===== src/rtl/urfe_pkg.sv =====
package urfe_pkg;
	localparam logic [7:0] URFE_OFF_FEATURE = 8'h00;
	localparam logic [7:0] URFE_OFF_ENHANCED = 8'h04;
	localparam logic [7:0] URFE_OFF_MODEM = 8'h08;
	localparam logic [7:0] URFE_OFF_INT_EN = 8'h0C;
	localparam logic [7:0] URFE_OFF_FIFO = 8'h10;
	localparam logic [7:0] URFE_OFF_INT_STAT = 8'h14;
	localparam logic [7:0] URFE_OFF_MODEM_STAT = 8'h18;
	localparam logic [7:0] URFE_OFF_STOP_CHAR = 8'h1C;
	localparam logic [7:0] URFE_OFF_RX_TRIG = 8'h20;
	localparam logic [7:0] URFE_OFF_STATUS = 8'h24;
	localparam logic [7:0] URFE_RESET_BYTE = 8'h00;
	localparam int URFE_FC_RS485 = 5;
	localparam int URFE_FC_IR_INV = 4;
	localparam int URFE_EF_AUTO_CTS = 7;
	localparam int URFE_EF_AUTO_RTS = 6;
	localparam int URFE_EF_SPECIAL = 5;
	localparam int URFE_EF_ENH = 4;
	localparam int URFE_MC_SEL = 2;
	localparam int URFE_MC_RTS = 1;
	localparam int URFE_MC_DTR = 0;
	localparam int URFE_IS_SPECIAL = 4;
	localparam int URFE_IS_XOFF = 1;
	localparam logic [7:0] URFE_MASK_IER = 8'hE0;
	localparam logic [7:0] URFE_MASK_ISR = 8'h30;
	localparam logic [7:0] URFE_MASK_FCR = 8'h30;
	localparam logic [7:0] URFE_MASK_MCR = 8'hE0;
	localparam logic [7:0] URFE_MASK_MSR = 8'hFF;
	localparam logic [1:0] URFE_TABLE_D = 2'h3;
	localparam logic [1:0] URFE_DUAL_TX = 2'h3;
	localparam logic [9:0] URFE_NEXT_STEP = 10'h004;
	typedef enum logic [1:0]
	{
		URFE_DIR_RX = 2'b00,
		URFE_DIR_TX = 2'b01,
		URFE_DIR_TURN = 2'b10
	} urfe_dir_t;
	typedef struct packed {
		logic psel;
		logic penable;
		logic pwrite;
		logic [7:0] paddr;
		logic [31:0] pwdata;
	} urfe_apb_req_t;
	typedef struct packed {
		logic [31:0] prdata;
		logic pready;
		logic pslverr;
	} urfe_apb_rsp_t;
	typedef struct packed {
		logic [7:0] feature;
		logic [7:0] enhanced_feature_control;
		logic [7:0] modem_control_reg;
		logic [7:0] interrupt_enable_reg;
		logic [7:0] fifo_control_reg;
		logic isr_hi;
		logic [7:0] modem_status_reg;
		logic [7:0] stop_char;
		logic [7:0] rx_trig;
		urfe_dir_t dir;
		logic [3:0] turn_cnt;
		logic flow_hold;
		logic special;
		logic xoff;
		logic tx_int;
		logic tx_halt;
		logic rx_trig_int;
		logic rx_store;
		logic rts_n;
		logic dtr_n;
		logic rx_ir_data;
		logic dual_tx;
		urfe_apb_rsp_t rsp;
	} urfe_state_t;
endpackage


===== src/rtl/urfe_ctrl.sv =====
// Notes on behaviour
// - Direction drives RTS or DTR, picked by the modem control select bit.
// - Half-duplex direction control overrides automatic RTS/DTR flow control.
// - Direction off: transmit interrupt when the holding register empties.
// - Direction goes low after the last stop bit leaves the shift register.
// - Loading a byte raises direction before the start bit.
// - Direction on: transmit interrupt follows shift register empty.
// - Flow characters sent from an empty FIFO leave direction unchanged.
// - Infrared polarity bit: 0 passes receive input, 1 inverts it.
// - Hysteresis select applies only when trigger table D is selected.
// - Hysteresis resets to zero, meaning the next trigger level.
// - Hysteresis code maps to 0 to 52 characters per fixed table.
// - Low enhanced bits pick single or dual character flow control.
// - Auto CTS/DSR halts transmit while the chosen input is high.
// - Auto RTS/DTR: trigger interrupt, output high above, low below.
// - Without hardware flow control the pin follows its modem bit.
// - Special detect: match second stop char, store it, set status.
// - Comparing second pair: matched char dropped, two flags set.
// - Enhanced enable bit gates writes to the enhanced fields.
// - Reset clears all gated enhanced bits to zero.
// - Direction fall waits a programmed 0 to 15 bit times.
//
// Chosen here: the address map and register access over APB.
`timescale 1ns/1ns
module urfe_ctrl
(
	input wire logic clk,
	input wire logic rst,
	input wire urfe_pkg::urfe_apb_req_t apb_req,
	output urfe_pkg::urfe_apb_rsp_t apb_rsp,
	input wire logic tx_load,
	input wire logic tx_fifo_empty,
	input wire logic tsr_empty,
	input wire logic tx_stop_done,
	input wire logic bit_tick,
	input wire logic rx_char_valid,
	input wire logic [7:0] rx_char,
	input wire logic [8:0] rx_level,
	input wire logic cts_n,
	input wire logic dsr_n,
	input wire logic rx_ir_in,
	output logic rts_n,
	output logic dtr_n,
	output logic tx_halt,
	output logic tx_int,
	output logic rx_trig_int,
	output logic rx_store,
	output logic special_int,
	output logic xoff_int,
	output logic rx_ir_data,
	output logic dual_tx
);

	urfe_pkg::urfe_state_t cur;
	urfe_pkg::urfe_state_t next_state;
	logic rs485;
	logic auto_flow;
	logic sel_dtr;
	logic wr;
	logic rd;
	logic setup;
	logic [7:0] wdata;
	logic [9:0] hyst;
	logic [9:0] upper;
	logic [9:0] lower;
	logic [9:0] level;
	logic match;
	logic xoff_hit;
	logic special_hit;
	logic stat_rd;
	logic gp_sel_n;
	logic ctl_n;

	// Merges a write into a register whose enhanced bits may be locked.
	function automatic logic [7:0] gate_wr(input logic [7:0] old,
		input logic [7:0] val, input logic [7:0] mask, input logic en);
		gate_wr = (val & ~mask) | ((en ? val : old) & mask);
	endfunction

	// Translates the hysteresis select code into a character count.
	function automatic logic [9:0] hyst_chars(input logic [3:0] code);
		unique case (code)
			4'h0: hyst_chars = 10'h000;
			4'h1: hyst_chars = 10'h004;
			4'h2: hyst_chars = 10'h006;
			4'h3: hyst_chars = 10'h008;
			4'h4: hyst_chars = 10'h008;
			4'h5: hyst_chars = 10'h010;
			4'h6: hyst_chars = 10'h018;
			4'h7: hyst_chars = 10'h020;
			4'h8: hyst_chars = 10'h028;
			4'h9: hyst_chars = 10'h02C;
			4'hA: hyst_chars = 10'h030;
			4'hB: hyst_chars = 10'h034;
			4'hC: hyst_chars = 10'h00C;
			4'hD: hyst_chars = 10'h014;
			4'hE: hyst_chars = 10'h01C;
			4'hF: hyst_chars = 10'h024;
		endcase
	endfunction

	// Builds the read value for a register offset.
	function automatic logic [7:0] read_reg(input urfe_pkg::urfe_state_t s,
		input logic [7:0] addr);
		unique case (addr)
			urfe_pkg::URFE_OFF_FEATURE: read_reg = s.feature;
			urfe_pkg::URFE_OFF_ENHANCED: read_reg = s.enhanced_feature_control;
			urfe_pkg::URFE_OFF_MODEM: read_reg = s.modem_control_reg;
			urfe_pkg::URFE_OFF_INT_EN: read_reg = s.interrupt_enable_reg;
			urfe_pkg::URFE_OFF_FIFO: read_reg = s.fifo_control_reg;
			urfe_pkg::URFE_OFF_INT_STAT: read_reg = {2'b00, s.isr_hi, s.special,
				2'b00, s.xoff, 1'b0};
			urfe_pkg::URFE_OFF_MODEM_STAT: read_reg = s.modem_status_reg;
			urfe_pkg::URFE_OFF_STOP_CHAR: read_reg = s.stop_char;
			urfe_pkg::URFE_OFF_RX_TRIG: read_reg = s.rx_trig;
			urfe_pkg::URFE_OFF_STATUS: read_reg = {2'b00, s.rx_trig_int,
				s.tx_int, s.tx_halt, s.flow_hold, s.dir == urfe_pkg::URFE_DIR_TURN,
				s.dir == urfe_pkg::URFE_DIR_TX};
			default: read_reg = 8'h00;
		endcase
	endfunction

	function automatic logic mapped(input logic [7:0] addr);
		mapped = addr <= urfe_pkg::URFE_OFF_STATUS && addr[1:0] == 2'b00;
	endfunction

	assign setup = apb_req.psel & ~apb_req.penable;
	assign wr = apb_req.psel & apb_req.penable & cur.rsp.pready
		& apb_req.pwrite;
	assign rd = apb_req.psel & apb_req.penable & cur.rsp.pready
		& ~apb_req.pwrite;
	assign wdata = apb_req.pwdata[7:0];
	assign stat_rd = rd && apb_req.paddr == urfe_pkg::URFE_OFF_INT_STAT;

	assign rs485 = cur.feature[urfe_pkg::URFE_FC_RS485];
	assign auto_flow = cur.enhanced_feature_control[urfe_pkg::URFE_EF_AUTO_RTS] & ~rs485;
	assign sel_dtr = cur.modem_control_reg[urfe_pkg::URFE_MC_SEL];

	// Table D with a nonzero code uses the hysteresis, else the next level.
	assign hyst = (cur.feature[7:6] == urfe_pkg::URFE_TABLE_D
		&& cur.feature[3:0] != 4'h0) ? hyst_chars(cur.feature[3:0])
		: urfe_pkg::URFE_NEXT_STEP;
	assign level = {1'b0, rx_level};
	assign upper = {2'b00, cur.rx_trig} + hyst;
	assign lower = ({2'b00, cur.rx_trig} > hyst)
		? {2'b00, cur.rx_trig} - hyst : 10'h000;

	assign match = rx_char_valid && rx_char == cur.stop_char;
	assign special_hit = match & cur.enhanced_feature_control[urfe_pkg::URFE_EF_SPECIAL];
	assign xoff_hit = match & cur.enhanced_feature_control[0];

	assign gp_sel_n = sel_dtr ? ~cur.modem_control_reg[urfe_pkg::URFE_MC_DTR]
		: ~cur.modem_control_reg[urfe_pkg::URFE_MC_RTS];

	always_comb
	begin
		next_state = cur;
		next_state.rsp.pready = setup;
		if (setup)
		begin
			next_state.rsp.prdata = {24'h00_0000,
				read_reg(cur, apb_req.paddr)};
			next_state.rsp.pslverr = ~mapped(apb_req.paddr);
		end
		if (wr)
		begin
			unique case (apb_req.paddr)
				urfe_pkg::URFE_OFF_FEATURE: next_state.feature = wdata;
				urfe_pkg::URFE_OFF_ENHANCED: next_state.enhanced_feature_control = wdata;
				urfe_pkg::URFE_OFF_MODEM: next_state.modem_control_reg = gate_wr(cur.modem_control_reg,
					wdata, urfe_pkg::URFE_MASK_MCR,
					cur.enhanced_feature_control[urfe_pkg::URFE_EF_ENH]);
				urfe_pkg::URFE_OFF_INT_EN: next_state.interrupt_enable_reg = gate_wr(cur.interrupt_enable_reg,
					wdata, urfe_pkg::URFE_MASK_IER,
					cur.enhanced_feature_control[urfe_pkg::URFE_EF_ENH]);
				urfe_pkg::URFE_OFF_FIFO: next_state.fifo_control_reg = gate_wr(cur.fifo_control_reg,
					wdata, urfe_pkg::URFE_MASK_FCR,
					cur.enhanced_feature_control[urfe_pkg::URFE_EF_ENH]);
				urfe_pkg::URFE_OFF_INT_STAT:
				begin
					if (cur.enhanced_feature_control[urfe_pkg::URFE_EF_ENH])
					begin
						next_state.isr_hi = wdata[5];
						if (!wdata[urfe_pkg::URFE_IS_SPECIAL])
						begin
							next_state.special = 1'b0;
						end
					end
				end
				urfe_pkg::URFE_OFF_MODEM_STAT: next_state.modem_status_reg = gate_wr(cur.modem_status_reg,
					wdata, urfe_pkg::URFE_MASK_MSR,
					cur.enhanced_feature_control[urfe_pkg::URFE_EF_ENH]);
				urfe_pkg::URFE_OFF_STOP_CHAR: next_state.stop_char = wdata;
				urfe_pkg::URFE_OFF_RX_TRIG: next_state.rx_trig = wdata;
				default:
				begin
				end
			endcase
		end
		// Reading the status clears its sticky flags; a new event wins.
		if (stat_rd)
		begin
			next_state.special = cur.special
				& ~cur.rsp.prdata[urfe_pkg::URFE_IS_SPECIAL];
			next_state.xoff = cur.xoff & ~cur.rsp.prdata[urfe_pkg::URFE_IS_XOFF];
		end
		if (special_hit)
		begin
			next_state.special = 1'b1;
		end
		if (xoff_hit)
		begin
			next_state.xoff = 1'b1;
		end
		next_state.rx_store = rx_char_valid & ~xoff_hit;

		// Only a loaded byte raises direction, so flow characters sent
		// from an empty FIFO never move it.
		unique case (cur.dir)
			urfe_pkg::URFE_DIR_RX:
			begin
				if (rs485 && tx_load)
				begin
					next_state.dir = urfe_pkg::URFE_DIR_TX;
				end
			end
			urfe_pkg::URFE_DIR_TX:
			begin
				if (!rs485)
				begin
					next_state.dir = urfe_pkg::URFE_DIR_RX;
				end
				else if (tx_stop_done && tx_fifo_empty && !tx_load)
				begin
					if (cur.modem_status_reg[7:4] == 4'h0)
					begin
						next_state.dir = urfe_pkg::URFE_DIR_RX;
					end
					else
					begin
						next_state.dir = urfe_pkg::URFE_DIR_TURN;
						next_state.turn_cnt = cur.modem_status_reg[7:4];
					end
				end
			end
			urfe_pkg::URFE_DIR_TURN:
			begin
				if (!rs485)
				begin
					next_state.dir = urfe_pkg::URFE_DIR_RX;
				end
				else if (tx_load)
				begin
					next_state.dir = urfe_pkg::URFE_DIR_TX;
				end
				else if (bit_tick)
				begin
					if (cur.turn_cnt == 4'h1)
					begin
						next_state.dir = urfe_pkg::URFE_DIR_RX;
					end
					next_state.turn_cnt = cur.turn_cnt - 4'h1;
				end
			end
			default: next_state.dir = urfe_pkg::URFE_DIR_RX;
		endcase

		// Flow hold raises the pin at the upper level, drops it below lower.
		if (!auto_flow)
		begin
			next_state.flow_hold = 1'b0;
		end
		else if (level >= upper)
		begin
			next_state.flow_hold = 1'b1;
		end
		else if (level < lower)
		begin
			next_state.flow_hold = 1'b0;
		end

		if (rs485)
		begin
			ctl_n = next_state.dir != urfe_pkg::URFE_DIR_RX;
		end
		else if (auto_flow)
		begin
			ctl_n = gp_sel_n | next_state.flow_hold;
		end
		else
		begin
			ctl_n = gp_sel_n;
		end
		next_state.rts_n = sel_dtr ? ~cur.modem_control_reg[urfe_pkg::URFE_MC_RTS]
			: ctl_n;
		next_state.dtr_n = sel_dtr ? ctl_n
			: ~cur.modem_control_reg[urfe_pkg::URFE_MC_DTR];

		next_state.tx_int = rs485 ? (tx_fifo_empty & tsr_empty)
			: tx_fifo_empty;
		next_state.tx_halt = cur.enhanced_feature_control[urfe_pkg::URFE_EF_AUTO_CTS]
			& (sel_dtr ? dsr_n : cts_n);
		next_state.rx_trig_int = cur.rx_trig != 8'h00
			&& level >= {2'b00, cur.rx_trig};
		next_state.rx_ir_data = rx_ir_in
			^ cur.feature[urfe_pkg::URFE_FC_IR_INV];
		next_state.dual_tx = cur.enhanced_feature_control[3:2] == urfe_pkg::URFE_DUAL_TX;

		if (rst)
		begin
			next_state = '0;
			next_state.rts_n = 1'b1;
			next_state.dtr_n = 1'b1;
			next_state.dir = urfe_pkg::URFE_DIR_RX;
		end
	end

	always_ff @(posedge clk)
	begin
		cur <= next_state;
	end

	assign apb_rsp = cur.rsp;
	assign rts_n = cur.rts_n;
	assign dtr_n = cur.dtr_n;
	assign tx_halt = cur.tx_halt;
	assign tx_int = cur.tx_int;
	assign rx_trig_int = cur.rx_trig_int;
	assign rx_store = cur.rx_store;
	assign special_int = cur.special;
	assign xoff_int = cur.xoff;
	assign rx_ir_data = cur.rx_ir_data;
	assign dual_tx = cur.dual_tx;

	a_dir_raise: assert property (@(posedge clk) disable iff (rst)
		(rs485 && cur.dir == urfe_pkg::URFE_DIR_RX && tx_load && !sel_dtr)
		|=> rts_n)
		else $error("direction did not rise on load");

	a_dir_fall_now: assert property (@(posedge clk) disable iff (rst)
		(rs485 && cur.dir == urfe_pkg::URFE_DIR_TX && tx_stop_done
		&& tx_fifo_empty && !tx_load && cur.modem_status_reg[7:4] == 4'h0 && !sel_dtr)
		|=> !rts_n)
		else $error("direction did not fall after last stop bit");

	a_turn_wait: assert property (@(posedge clk) disable iff (rst)
		(rs485 && cur.dir == urfe_pkg::URFE_DIR_TURN && !tx_load && !bit_tick)
		|=> cur.dir == urfe_pkg::URFE_DIR_TURN && $stable(cur.turn_cnt))
		else $error("turnaround ended without a bit time");

	a_tx_int_tsr: assert property (@(posedge clk) disable iff (rst)
		(!rst && rs485) |=> tx_int == $past(tx_fifo_empty & tsr_empty))
		else $error("transmit interrupt not from shift register");

	a_tx_int_thr: assert property (@(posedge clk) disable iff (rst)
		(!rst && !rs485) |=> tx_int == $past(tx_fifo_empty))
		else $error("transmit interrupt not from holding register");

	a_cts_halt: assert property (@(posedge clk) disable iff (rst)
		(!rst && cur.enhanced_feature_control[urfe_pkg::URFE_EF_AUTO_CTS] && !sel_dtr)
		|=> tx_halt == $past(cts_n))
		else $error("transmit halt does not follow clear to send");

	a_xoff_drop: assert property (@(posedge clk) disable iff (rst)
		(match && cur.enhanced_feature_control[1:0] == 2'b01 && cur.enhanced_feature_control[urfe_pkg::URFE_EF_SPECIAL])
		|=> !rx_store && xoff_int && special_int)
		else $error("second stop char not handled");

	a_special_keep: assert property (@(posedge clk) disable iff (rst)
		(special_hit && cur.enhanced_feature_control[1:0] == 2'b10) |=> rx_store && special_int)
		else $error("special character not stored or flagged");

	a_enh_lock: assert property (@(posedge clk) disable iff (rst)
		(wr && apb_req.paddr == urfe_pkg::URFE_OFF_MODEM
		&& !cur.enhanced_feature_control[urfe_pkg::URFE_EF_ENH]) |=> $stable(cur.modem_control_reg[7:5]))
		else $error("locked enhanced bits changed");

	a_rs485_prio: assert property (@(posedge clk) disable iff (rst)
		(rs485 && $past(rs485) && !sel_dtr && !$past(sel_dtr))
		|-> rts_n == ($past(next_state.dir) != urfe_pkg::URFE_DIR_RX))
		else $error("direction control lost priority");

endmodule


===== config.mk =====
export PLATFORM = sky130hd
export DESIGN_NAME = urfe_ctrl
export DESIGN_NICKNAME = d
export VERILOG_FILES = /design/src/rtl/urfe_pkg.sv /design/src/rtl/urfe_ctrl.sv
export SDC_FILE = /design/constraint.sdc
export NUM_CORES = 1
export LEC_CHECK = 0
export BUFFER_PORTS_ARGS = -buffer_cell sky130_fd_sc_hd__buf_2
export CAP_MARGIN = 5
export CORE_MARGIN = 2
export CORE_UTILIZATION = 56
export CTS_BUF_LIST = sky130_fd_sc_hd__clkbuf_8
export DETAILED_ROUTE_END_ITERATION = 8
export MAX_ROUTING_LAYER = met4
export PLACE_DENSITY = 0.84
export SYNTH_ARGS = -nofsm -noshare
export SYNTH_HDL_FRONTEND = slang
export SYNTH_SLANG_ARGS = --single-unit

===== constraint.sdc =====
create_clock -name clk -period 5.2 [get_ports clk]
set_clock_uncertainty 0.2 [all_clocks]
set_input_delay 0.52 -clock clk [delete_from_list [all_inputs] [get_ports clk]]
set_output_delay 0.52 -clock clk [all_outputs]
set_load 0.05 [all_outputs]

==> flow_metrics.tcl <==
set metrics [dict create \
    run_status "complete, no violations" \
    vdd_ir_drop_max_uv 159 \
    chipWidth_um 107 \
    max_slew.worst_pin.slew_ns 0.914 \
    synth.distinct_cells 68 \
    cts_tree "yes" \
    clockRootBuffer "sky130_fd_sc_hd__clkbuf_8" \
    n_antenna_cell 0 \
    intPower_mw 1.00 \
    drt.antenna.violating_nets 0 \
    pwr-share-comb_pct 10.9 \
    synth_compound_area_share_pct 15.6 \
    floorplan.core_area_mm2 0.0103 \
    synthesis.area_mm2 0.00589 \
    seq_cells_post_synth 97 \
    sw_frac_of_total_pct 27.6 \
    critPathSlowestCell "sky130_fd_sc_hd__a31oi_1" \
    cts.reportedPaths.clkPinSlew_ns 0.10 \
    power.sequential.fraction_pct 53.9 \
    worst_ep_arrival_time_ns 4.38 \
    avgViaCountPerCell 5.93 \
    worst_slack_ns 0.904 \
    grt_usage_pct 28.0 \
    finalCritPeriodShare_pct 82.6 \
    fin_nets 841 \
    clkSinkCount 97 \
    num_vias 5159 \
    fin_tns_setup_ns 0 \
    drive_gt1_share_pct 14.2 \
    netlist_instances 698 \
    clock_latency_of_the_later_clocked_register_in_the_worst_skew_pair_ns 0.37 \
    dr.first_iter.drc_count 526 \
    minimum_setup_slack_after_placement_ns 0.986 \
    finalHoldWorstSlack_ns 0.199 \
    die_h_um 107 \
    timing.critical_path.max_delay_family "compound AO/OA/AOI/OAI gates" \
    synth_seq_area_share_pct 33.0 \
    yosys.area.top_type "sky130_fd_sc_hd__dfxtp_1" \
    critical_path.n_buffers_inverters 0 \
    synth_edf_count 0 \
    antenna_violations_before_repair 0 \
    h-tree-depth 3 \
    timing.max_slew.rel_slack_pct 37.5 \
    timing.critical_path.from_type "register" \
    p_leak_nw 2.50 \
    critPathKind "reg2reg" \
    synth-simple-area-share_pct 20.5 \
    syn_to_final_growth_pct 6.48 \
    row_count 37 \
    tritoncts.num_buffers 9 \
    clock_path_buffers 2 \
    power.share.clock_pct 35.3 \
    yosysWarningCount 0 \
    required_ns 5.29 \
    synth.mux.area_fraction_pct 10.7 \
    combinational_family_with_the_most_area_after_synthesis "simple AND/OR/NAND/NOR gates" \
    timing.final.hold_violations 0 \
    cts_hold_repair.buffers 0 \
    number_of_gates_resized_after_cts 0 \
    p_per_area_mw_per_mm2 221 \
    design_power_total_mw 1.38 \
    setup_viol 0 \
    synth_top_flop_cell "sky130_fd_sc_hd__dfxtp_1" \
    number_of_setup_buffers_added_after_cts 0 \
    timing.hold.worst.class "in2reg" \
    netSwitchingPower_uw 382 \
    worstPathMaxFanout 6 \
    drt_drc_violations_left 0 \
    end_kind "register" \
    final_max_slew_viol_count 0 \
    synth.avg_cell_area_um2 8.44 \
    crit_path_cell_trace "nor4_1 -> nor2_1 -> and2_1 -> ha_1 -> o21bai_1 -> a21oi_1 -> or2_2 -> a31oi_1 -> nand3_1 -> o21a_1 -> ha_1 -> a21o_1 -> a21oi_1 -> o211a_1 -> a22o_1 -> a21bo_2 -> a32oi_1" \
    grt_start_max_net_pins 70 \
    post_synth_main_area_contributors "sky130_fd_sc_hd__dfxtp_1 33%, sky130_fd_sc_hd__mux2i_1 9.3%, sky130_fd_sc_hd__ha_1 8.1%, sky130_fd_sc_hd__nor2_1 5.3%, sky130_fd_sc_hd__buf_4 4.3%" \
    synth_area_in_adders_pct 8.75 \
    globalRouteOverflowTotal 0 \
    i_o_pin_cnt 115 \
    dpl.hpwl_mm 11.7 \
    final_weighted_congestion_in_routability_driven_placement 0.985 \
    start_util_pct 57.3 \
    fillerInstances 901 \
    delay_of_the_slowest_critical_path_stage_ns 0.51 \
    unrepaired_setup_endpoints_after_global_routing "false" \
    numPortBuffers 66 \
    max_cap_violations 0 \
    wl_per_cell_um 17.5 \
    route.final.wire_length_mm 15.3 \
    detail_route.first_pass.iterations 5 \
    period_minus_slack_ns 4.30 \
    fmax_mhz 233 \
    via_count_of_the_first_global_routing_pass 4701 \
    synth-async-reset-ratio_pct 0 \
    design.die.area_mm2 0.0114 \
    global_route_wire_length_before_repair_mm 24.2 \
    synthXorXnorAreaFrac_pct 2.68 \
    post-synth-top-area-fraction_pct 33.0 \
]
cells by family after synthesis:
kind of cell               count (synthesis)
and+or+nand+nor                          242
AOI/OAI and AO/OA                        143
DFF                                       97
buffers and inverters                     95
muxes                                     61
adders and majority gates                 40
xor gates and xnor gates                  18
other                                      2
cell usage after synthesis, drive strengths merged, types with 3 or more instances:
master	count
nor4	10
a31oi	4
nand3	35
clkbuf	26
and2	4
a22o	4
buf	46
o21bai	6
nor2b	11
a21o	6
xnor2	10
inv	23
nor3	12
a22oi	12
mux2i	56
a21oi	49
a211oi	6
dfxtp	97
o21ai	24
mux2	5
a221oi	3
o22ai	5
nor3b	3
nand2	56
nor2	86
o21a	3
nand2b	8
xor2	8
ha	38
worst register-to-register path, cell delays in order (launching register included):
cell                       delay, ns
sky130_fd_sc_hd__dfxtp_1        0.34
sky130_fd_sc_hd__nor4_1         0.43
sky130_fd_sc_hd__nor2_1         0.14
sky130_fd_sc_hd__and2_1         0.24
sky130_fd_sc_hd__ha_1           0.22
sky130_fd_sc_hd__o21bai_1       0.13
sky130_fd_sc_hd__a21oi_1        0.11
sky130_fd_sc_hd__or2_2          0.31
sky130_fd_sc_hd__a31oi_1        0.51
sky130_fd_sc_hd__nand3_1        0.17
sky130_fd_sc_hd__o21a_1         0.14
sky130_fd_sc_hd__ha_1           0.29
sky130_fd_sc_hd__a21o_1         0.11
sky130_fd_sc_hd__a21oi_1        0.08
sky130_fd_sc_hd__o211a_1        0.21
sky130_fd_sc_hd__a22o_1         0.19
sky130_fd_sc_hd__a21bo_2        0.23
sky130_fd_sc_hd__a32oi_1        0.17
cell usage in the layout, fill, tap and decap left out, drive strengths merged, types with 3 or more instances in the layout:
| master | netlist | layout |
|---|---|---|
| dfxtp | 97 | 97 |
| nor2 | 86 | 86 |
| buf | 46 | 70 |
| nand2 | 56 | 56 |
| mux2i | 56 | 56 |
| a21oi | 49 | 49 |
| ha | 38 | 38 |
| nand3 | 35 | 35 |
| inv | 23 | 26 |
| conb | 2 | 25 |
| o21ai | 24 | 24 |
| a22oi | 12 | 12 |
| nor3 | 12 | 12 |
| nor2b | 11 | 11 |
| nor4 | 10 | 10 |
| xnor2 | 10 | 10 |
| clkbuf | 26 | 9 |
| nand2b | 8 | 8 |
| xor2 | 8 | 8 |
| o21bai | 6 | 6 |
| a211oi | 6 | 6 |
| a21o | 6 | 6 |
| o22ai | 5 | 5 |
| mux2 | 5 | 5 |
| and2 | 4 | 4 |
| a22o | 4 | 4 |
| a31oi | 4 | 4 |
| o21a | 3 | 3 |
| nor3b | 3 | 3 |
| a221oi | 3 | 3 |
final cells by class:
class                           instances  area, um2  share of cell area (%)
Multi-Input combinational cell        529       3520                    56.2
Timing Repair Buffer                   70        360                    5.75
Clock inverter                          6       66.3                    1.06
Tap cell                              136        170                    2.71
Inverter                               23       86.3                    1.38
Clock buffer                            9        124                    1.98
Sequential cell                        97       1940                    31.0
per-layer routing:
| layer | vias up | wire (um) | share of wire, % | GRT usage (%) |
|---|---|---|---|---|
| met5 | - | 0 | 0 | - |
| met4 | 0 | 299 | 2.0 | 8.81 |
| met1 | 2436 | 7050 | 46 | 39.7 |
| li1 | 2457 | - | - | - |
| met3 | 26 | 1220 | 8.0 | 3.25 |
| met2 | 240 | 6680 | 44 | 42.0 |
metrics by stage:
step                      area [um2]  util [%]  std cells
after floorplan                 5970         -        721
after global placement          6080      59.2        855
after detailed placement        6080      59.2        855
after CTS                       6270      61.0        870
after global routing            6270      61.0        870
final                           6270      61.0        870
power groups by stage:
stage	Sequential, mW	Combinational (mW)	Clock, mW
floorplan	0.767	0.117	0
global placement	0.763	0.145	0
detailed placement	0.763	0.148	0
CTS	0.745	0.148	0.496
global route	0.746	0.162	0.524
finish	0.745	0.150	0.488
worst paths after layout:
| path | from | to | cells after the start | slack [ns] |
|---|---|---|---|---|
| max reg2reg | cur[108] | dtr_n | 17 | 0.90 |
| min reg2reg | apb_rsp[9] | apb_rsp[9] | 2 | 0.25 |
| min | rx_ir_in | rx_ir_data | 3 | 0.20 |
| max | cur[108] | dtr_n | 17 | 0.90 |
(Power assumes the default switching activity.)
